File: src/hw/imem_sync_pkg.sv
// constants for the instruction-memory synchronisation unit
package imem_sync_pkg;
  localparam int          XLEN          = 64;
  localparam logic [1:0]  OP_MEM_CLASS  = 2'h2;
  localparam logic [5:0]  OPCODE_SYNC   = 6'h3b;
  localparam int          OP_HI         = 31;
  localparam int          OP_LO         = 30;
  localparam int          OPX_HI        = 24;
  localparam int          OPX_LO        = 19;
  localparam int          RS1_HI        = 18;
  localparam int          RS1_LO        = 14;
  localparam int          IMM_SEL_BIT   = 13;
  localparam int          IMM_HI        = 12;
  localparam int          IMM_LO        = 0;
  localparam int          RS2_HI        = 4;
  localparam int          RS2_LO        = 0;
  localparam int          ALIGN_BITS    = 3;
  localparam int          REG_IDX_W     = 5;
  localparam int          IMM_W         = 13;
  localparam int          LOG_DEPTH     = 4;

  typedef enum logic [2:0] {
    ST_IDLE,
    ST_READ_OPS,
    ST_DRAIN,
    ST_ISSUE,
    ST_WAIT_ACK,
    ST_FLUSH_PIPE
  } sync_state_t;
endpackage : imem_sync_pkg

File: src/hw/instruction_memory_sync_unit.sv
// instruction-memory synchronisation unit: decode, address, drain, order, flush
module instruction_memory_sync_unit
  import imem_sync_pkg::*;
#(
  parameter int  ADDR_W       = XLEN,
  parameter bit  HW_COHERENT  = 1'b0
) (
  input  wire logic                  clk_i,
  input  wire logic                  reset_i,
  input  wire logic                  ce_i,
  // issue side
  input  wire logic                  insn_valid_i,
  input  wire logic [31:0]           insn_i,
  input  wire logic [ADDR_W-1:0]     insn_pc_i,
  output logic                       insn_ready_o,
  output logic                       is_sync_o,
  // register file read
  output logic      [REG_IDX_W-1:0]  rf_raddr1_o,
  output logic      [REG_IDX_W-1:0]  rf_raddr2_o,
  input  wire logic [ADDR_W-1:0]     rf_rdata1_i,
  input  wire logic [ADDR_W-1:0]     rf_rdata2_i,
  // store drain and memory ordering
  input  wire logic                  stores_pending_i,
  output logic                       store_order_slot_o,
  // cache hierarchy
  output logic                       cache_sync_req_o,
  output logic      [ADDR_W-1:0]     cache_sync_addr_o,
  output logic                       cache_sync_xlate_o,
  input  wire logic                  cache_sync_ack_i,
  input  wire logic                  cache_sync_fault_i,
  // fetch path
  output logic                       pipe_flush_o,
  output logic                       prefetch_inval_o,
  output logic      [ADDR_W-1:0]     refetch_pc_o,
  output logic                       data_fault_o,
  output logic                       busy_o,
  output logic      [ADDR_W-1:0]     last_sync_addr_o
);
  // ----------------------------------------------------------------
  // decode
  // ----------------------------------------------------------------
  logic dec_sync;
  assign dec_sync = (insn_i[OP_HI:OP_LO] == OP_MEM_CLASS)
                 && (insn_i[OPX_HI:OPX_LO] == OPCODE_SYNC);

  sync_state_t                 state_q;
  logic                        imm_sel_q;
  logic [IMM_W-1:0]            signed_imm_field_q;
  logic [REG_IDX_W-1:0]        first_source_reg_q;
  logic [REG_IDX_W-1:0]        second_source_reg_q;
  logic [ADDR_W-1:0]           pc_q;
  logic [ADDR_W-1:0]           addr_q;
  logic                        fault_q;
  logic [LOG_DEPTH-1:0]        log_ptr_q;

  assign insn_ready_o = (state_q == ST_IDLE);
  assign is_sync_o    = insn_valid_i && dec_sync;
  assign busy_o       = (state_q != ST_IDLE);

  always_ff @(posedge clk_i) begin
    if (reset_i) begin
      imm_sel_q           <= 1'b0;
      signed_imm_field_q  <= '0;
      first_source_reg_q  <= '0;
      second_source_reg_q <= '0;
      pc_q                <= '0;
    end else if (ce_i && insn_ready_o && insn_valid_i && dec_sync) begin
      imm_sel_q           <= insn_i[IMM_SEL_BIT];
      signed_imm_field_q  <= insn_i[IMM_HI:IMM_LO];
      first_source_reg_q  <= insn_i[RS1_HI:RS1_LO];
      second_source_reg_q <= insn_i[RS2_HI:RS2_LO];
      pc_q                <= insn_pc_i;
    end
  end

  assign rf_raddr1_o = first_source_reg_q;
  assign rf_raddr2_o = second_source_reg_q;

  // ----------------------------------------------------------------
  // effective address
  // ----------------------------------------------------------------
  logic [ADDR_W-1:0] operand_b;
  logic [ADDR_W-1:0] raw_sum;
  logic [ADDR_W-1:0] eff_addr;
  assign operand_b = imm_sel_q ? {{(ADDR_W-IMM_W){signed_imm_field_q[IMM_W-1]}}, signed_imm_field_q}
                               : rf_rdata2_i;
  assign raw_sum   = rf_rdata1_i + operand_b;
  // low bits dropped only after the add, so their carry still counts
  assign eff_addr  = {raw_sum[ADDR_W-1:ALIGN_BITS], {ALIGN_BITS{1'b0}}};

  always_ff @(posedge clk_i) begin
    if (reset_i) begin
      addr_q <= '0;
    end else if (ce_i && state_q == ST_READ_OPS) begin
      addr_q <= eff_addr;
    end
  end

  // ----------------------------------------------------------------
  // sequencing
  // ----------------------------------------------------------------
  always_ff @(posedge clk_i) begin
    if (reset_i) begin
      state_q <= ST_IDLE;
    end else if (ce_i) begin
      case (state_q)
        ST_IDLE: begin
          if (insn_valid_i && dec_sync) begin
            state_q <= ST_READ_OPS;
          end
        end
        ST_READ_OPS: begin
          state_q <= ST_DRAIN;
        end
        ST_DRAIN: begin
          // waiting on the whole store queue is coarse but always safe
          if (!stores_pending_i) begin
            state_q <= ST_ISSUE;
          end
        end
        ST_ISSUE: begin
          state_q <= ST_WAIT_ACK;
        end
        ST_WAIT_ACK: begin
          if (cache_sync_ack_i) begin
            state_q <= ST_FLUSH_PIPE;
          end
        end
        ST_FLUSH_PIPE: begin
          state_q <= ST_IDLE;
        end
        default: begin
          state_q <= ST_IDLE;
        end
      endcase
    end
  end

  // ordering slot: one store-class entry so barriers see a store
  assign store_order_slot_o = (state_q == ST_ISSUE);

  // ----------------------------------------------------------------
  // cache request
  // ----------------------------------------------------------------
  always_ff @(posedge clk_i) begin
    if (reset_i) begin
      cache_sync_req_o   <= 1'b0;
      cache_sync_addr_o  <= '0;
      cache_sync_xlate_o <= 1'b0;
    end else if (ce_i) begin
      if (state_q == ST_ISSUE) begin
        cache_sync_req_o   <= 1'b1;
        cache_sync_addr_o  <= HW_COHERENT ? '0 : addr_q;
        cache_sync_xlate_o <= !HW_COHERENT;
      end else if (cache_sync_ack_i) begin
        cache_sync_req_o   <= 1'b0;
      end
    end
  end

  always_ff @(posedge clk_i) begin
    if (reset_i) begin
      fault_q <= 1'b0;
    end else if (ce_i) begin
      if (state_q == ST_ISSUE) begin
        fault_q <= 1'b0;
      end else if (state_q == ST_WAIT_ACK && cache_sync_ack_i) begin
        fault_q <= cache_sync_fault_i && !HW_COHERENT;
      end
    end
  end

  // ----------------------------------------------------------------
  // fetch-side effects
  // ----------------------------------------------------------------
  always_ff @(posedge clk_i) begin
    if (reset_i) begin
      pipe_flush_o     <= 1'b0;
      prefetch_inval_o <= 1'b0;
      refetch_pc_o     <= '0;
      data_fault_o     <= 1'b0;
    end else if (ce_i) begin
      pipe_flush_o     <= (state_q == ST_FLUSH_PIPE);
      prefetch_inval_o <= (state_q == ST_FLUSH_PIPE);
      data_fault_o     <= (state_q == ST_FLUSH_PIPE) && fault_q;
      if (state_q == ST_FLUSH_PIPE) begin
        refetch_pc_o <= pc_q + ADDR_W'(4);
      end
    end
  end

  // ----------------------------------------------------------------
  // address log
  // ----------------------------------------------------------------
  always_ff @(posedge clk_i) begin
    if (reset_i) begin
      log_ptr_q <= '0;
    end else if (ce_i && state_q == ST_FLUSH_PIPE) begin
      log_ptr_q <= log_ptr_q + 1'b1;
    end
  end

  sync_addr_log #(
    .DEPTH_LOG (LOG_DEPTH),
    .WIDTH     (ADDR_W)
  ) u_log (
    .clk_i   (clk_i),
    .ce_i    (ce_i),
    .we_i    (state_q == ST_FLUSH_PIPE),
    .waddr_i (log_ptr_q),
    .wdata_i (addr_q),
    .raddr_i (log_ptr_q - 1'b1),
    .rdata_o (last_sync_addr_o)
  );
endmodule : instruction_memory_sync_unit

File: src/hw/sync_addr_log.sv
// small memory holding the aligned addresses of issued synchronisations
module sync_addr_log
  import imem_sync_pkg::*;
#(
  parameter int DEPTH_LOG = LOG_DEPTH,
  parameter int WIDTH     = XLEN
) (
  input  wire logic                 clk_i,
  input  wire logic                 ce_i,
  input  wire logic                 we_i,
  input  wire logic [DEPTH_LOG-1:0] waddr_i,
  input  wire logic [WIDTH-1:0]     wdata_i,
  input  wire logic [DEPTH_LOG-1:0] raddr_i,
  output logic      [WIDTH-1:0]     rdata_o
);
  logic [WIDTH-1:0] mem_q [2**DEPTH_LOG];

  always_ff @(posedge clk_i) begin
    if (ce_i && we_i) begin
      mem_q[waddr_i] <= wdata_i;
    end
  end

  always_ff @(posedge clk_i) begin
    if (ce_i) begin
      rdata_o <= mem_q[raddr_i];
    end
  end
endmodule : sync_addr_log

File: config.mk
export PLATFORM = sky130hd
export DESIGN_NAME = instruction_memory_sync_unit
export DESIGN_NICKNAME = d
export VERILOG_FILES = /design/src/hw/imem_sync_pkg.sv /design/src/hw/instruction_memory_sync_unit.sv /design/src/hw/sync_addr_log.sv
export SDC_FILE = /design/constraint.sdc
export NUM_CORES = 2
export LEC_CHECK = 0
export BUFFER_PORTS_ARGS = -buffer_cell sky130_fd_sc_hd__buf_2
export CAP_MARGIN = 10
export CORE_ASPECT_RATIO = 1.75
export CORE_MARGIN = 2
export CORE_UTILIZATION = 50
export CTS_CLUSTER_SIZE = 28
export DETAILED_ROUTE_END_ITERATION = 10
export PLACE_DENSITY_LB_ADDON = 0.05
export SYNTH_ARGS = -nofsm -noshare
export SYNTH_HDL_FRONTEND = slang
export SYNTH_HIERARCHICAL = 1
export SYNTH_SLANG_ARGS = --single-unit
export TNS_END_PERCENT = 50
File: constraint.sdc
create_clock -name clk_i -period 15.1 [get_ports clk_i]
set_input_delay 3.02 -clock clk_i [delete_from_list [all_inputs] [get_ports clk_i]]
set_output_delay 3.02 -clock clk_i [all_outputs]
set_load 0.1 [all_outputs]
# == After elaboration in Yosys (flattened, before gate mapping) ==
# Memory sizes are Yosys's and may differ from the RTL's. A register that Yosys moved wholly into a read port is not among the register bits.
# Index checks and enable logic that the tools add are counted.
# word_totals
regBits,350
ram_bits,976
in_bits,231
output_inout_bits,211
memories,1
# memory_table
name,words,width,read_ports,rd_clocked_by_memory_dff,write_ports,line_no,rtl
u_log.mem_q,16,61,1,1,1,sync_addr_log.sv:16,logic [WIDTH-1:0] mem_q [2**DEPTH_LOG];
# classes
addsub,4
eq_ne,10
mux,11
n_reduce_logical,18
# op_table
operator,n
adder 64 x 3 -> 64 bit (second input constant),1
adder 64 bit,1
two-way mux 64 bit,1
one-hot mux 3 bit (5 select lines),1
logical AND 1 bit,9
two-way mux 3 bit,3
AND reduction 2 bit,4
== test 3 x 2 -> 1 bit (second input constant),2
== test 3 bit (second input constant),2
== test 6 bit (second input constant),1
two-way mux 1 bit,6
adder 4 x 1 -> 4 bit (second input constant),1
!= test 2 bit (second input constant),2
AND reduction 4 bit,1
nonzero test 2 bit,2
subtractor 4 x 1 -> 4 bit (second input constant),1
== test 3 x 1 -> 1 bit (second input constant),1
zero test 3 bit,1
nonzero test 3 bit,1
== test 2 bit (second input constant),1
!= test 2 x 1 -> 1 bit (second input constant),1

# == Depth between registers and ports, before layout ==
# depth
ltp_word,5
ltp_mapped,15

# == Hierarchy ==
# Netlist, hierarchy kept.
# by_module_without_submodules
mod,instances,cells_each,area_each_um2,seq_area_each_um2
sync_addr_log,1,1648,40227.3,32671.3
instruction_memory_sync_unit,1,2056,15283.4,5625.4

# == Least setup slack after synthesis ==
# OpenSTA, ideal clock, no wires.
# synth_timing
kind,in2out
startpoint,input insn_i[21]
endpoint,output is_sync_o
t_arrival_ns,5.375
required_time_ns,12.080
path_slack_ns,6.705
path_stages,2
path_buffers,0
cell_sequence,nand4b_1 nor3_1
# synth_between
elab_chain_cells,3
# synth_rtl
item,line_no,rtl
from (decl),instruction_memory_sync_unit.sv:13,"input wire logic [31:0] insn_i,"
== test 6 bit,instruction_memory_sync_unit.sv:44,&& (insn_i[OPX_HI:OPX_LO] == OPCODE_SYNC);
logical AND 1 bit,instruction_memory_sync_unit.sv:44,
logical AND 1 bit,instruction_memory_sync_unit.sv:57,assign is_sync_o = insn_valid_i && dec_sync;
to (decl),instruction_memory_sync_unit.sv:16,"output logic is_sync_o,"
# Every way passes these cells.

# == Worst setup path in the final report ==
# Ends and elaborated chain as after synthesis.

==> metrics.cfg <==
[status]
status=completed

[layout]
final_common_cell=edfxtp_1
final_util=0.5761
most-common-layout-cells=1088 x edfxtp_1, 540 x nand2_1, 431 x buf_2
drive_above_1_share=0.2311
num-nets-final=4431
area_growth_pct=14.15
stdcell_count=5718

[global_routing]
grt_pass1_wl_um=230000
track_usage=0.2790
grt_pass1_vias=34040
grt-ovfl-total=0
antenna_found_initial=18
grt_start_max_net_pins=174

[timing]
rsz0062_at_grt=no
min_period_ps=7500
final_max_slew_viol_count=0
fin_crit_sh=0.4967
tightestPinTransition_ps=1206
max_freq_mhz=133.3
tns_ps=0
fin_skew_ps=21.15
finalHoldViolations=0
maxSlewHeadroom=0.1887
setup_slack_ps=7600
setup_violations=0

[setup_path]
worstRegToRegCells=13
crit_end=is_sync_o
r2r-end=addr_q[56]
path_class=input pin to output port
worstPathArrival_ps=4480
r2r_slack_ps=10220
cp-startpoint=insn_i[21]
r2r-start=imm_sel_q
worstSetupStartpointType=input pin
crit_path_max_fanout=4
cp_data_required_time_ps=12080
end_kind=output port

[place]
place_hpwl_um=97860
place_ws_ps=7592
place_inst=5479
numPortBuffers=433
finalWeightedCongestion=0.9094

[cts]
post_cts_resized=0
clkSinkCount=1369
clk_latency_ps=750
htree_levels=3
cts_hold_buf=0
cts_buffer_depth=3
root_buffer=clkbuf_16
clk_pin_slew_ps=70
cts_tree=done
cts_setup_buffers=0
cts_buffers=121

[drt]
avgViaCountPerCell=5.886
postRouteAntennaNets=0
dr.pass1.iters=5
drt-total-wl_um=158800
num_vias=33660
drc=0
first_iter_violations=2763
wire_per_inst_um=27.78

[yosys]
synth_ff_type=edfxtp_1
syn-cell-area_um2=55510
synth_seq_area_share=0.6899
syn_inst=3704
synth_cell_types=70
synth_seq_cells=1369
synth_edf_count=1088
yosysWarningCount=6
async_flop_share=0
synth.avg_cell_area_um2=14.99

[floorplanning]
die-area_um2=113800
rows=161
initial_core_util=0.5047
die_x_um=255.9
die_h_um=444.8
ioPinCount=442
core_um2=110000

[pwr]
p_total_uw=7488
power.leakage_uw=0.02193
power_density_nw_per_um2=118.2
ir_worst_vdd_mv=0.1373

[worst_hold_path]
hold_class=flop to flop

[flow_run]
maxCapViolations=0

-- cell usage after synthesis, drive strengths merged (52+ instances only) --
| cell | count | area (µm²) |
|---|---|---|
| edfxtp | 1088 | 32670 |
| nand2 | 543 | 2038 |
| dfxtp | 281 | 5625 |
| a21oi | 269 | 1346 |
| mux4 | 256 | 5766 |
| clkbuf | 157 | 589.3 |
| nor2 | 144 | 555.5 |
| a22oi | 131 | 983.4 |
| o21ai | 128 | 640.6 |
| inv | 86 | 322.8 |
| buf | 67 | 434.2 |
| ha | 65 | 813.3 |
| xor2 | 61 | 534.3 |
| a211oi | 52 | 390.4 |
-- worst min-delay path by stage --
| stage | from | to | cells past startpoint |
|---|---|---|---|
| finish | cache_sync_addr_o[43] | cache_sync_addr_o[43] | 2 |
| detailed placement | cache_sync_addr_o[43] | cache_sync_addr_o[43] | 2 |
| global placement | signed_imm_field_q[7] | signed_imm_field_q[7] | 2 |
| floorplan | pc_q[0] | refetch_pc_o[0] | 2 |
| global route | rf_raddr1_o[4] | rf_raddr1_o[4] | 2 |
| CTS | cache_sync_addr_o[43] | cache_sync_addr_o[43] | 2 |
-- registers in the layout, summed over array words and instances (netlist names) --
signal	count
u_log/mem_q	1024
pc_q	64
refetch_pc_o	64
u_log/rdata_o	64
addr_q	61
cache_sync_addr_o	61
signed_imm_field_q	13
rf_raddr1_o	5
log_ptr_q	4
state_q	3
cache_sync_req_o	1
cache_sync_xlate_o	1
data_fault_o	1
fault_q	1
imm_sel_q	1
prefetch_inval_o	1
-- metal layers --
| layer | GRT usage | routed length (µm) |
|---|---|---|
| met2 | 0.4898 | 81130 |
| met3 | 0.05954 | 11800 |
| met5 | 0 | 94 |
| met4 | 0.08948 | 4884 |
| met1 | 0.3447 | 60940 |
-- stage by stage --
stage	hold slack, ps	area [µm²]
2_1_floorplan	432.2	55700
4_1_cts	452.6	63350
3_3_place_gp	440.0	59270
5_1_grt	469.4	63350
3_5_place_dp	443.5	59270
6_report	450.9	63370
-- worst max-delay path, stage by stage --
cell      delay [ps]
buf_2             90
nand4b_1         150
nor3_1           660
buf_2            560
-- cells by family after synthesis --
logic type | Yosys count | synth area share
xor gates and xnor gates | 102 | 0.01609
and+or+nand+nor | 868 | 0.06780
adders and majority gates | 65 | 0.01465
DFF | 1369 | 0.6899
muxes | 271 | 0.1068
buffers and inverters | 310 | 0.02425
other | 1 | 0.00006755
AOI/OAI and AO/OA | 718 | 0.08042
-- power by group --
| part | internal, µW | switching [µW] | total [µW] |
|---|---|---|---|
| clock | 1780 | 1400 | 3170 |
| combinational | 94.0 | 200 | 294 |
| sequential | 4020 | 1.43 | 4020 |
-- cell type report --
type	count	area [µm²]
fill	8969	46620
sequential	1369	38300
multi-input combinational	2075	16240
clock buffer	166	3456
timing repair buffer	482	2560
tap	1467	1836
clock inverter	66	623.1
inverter	86	337.8
antenna	7	17.52
Power figures use the tool's default switching activity.
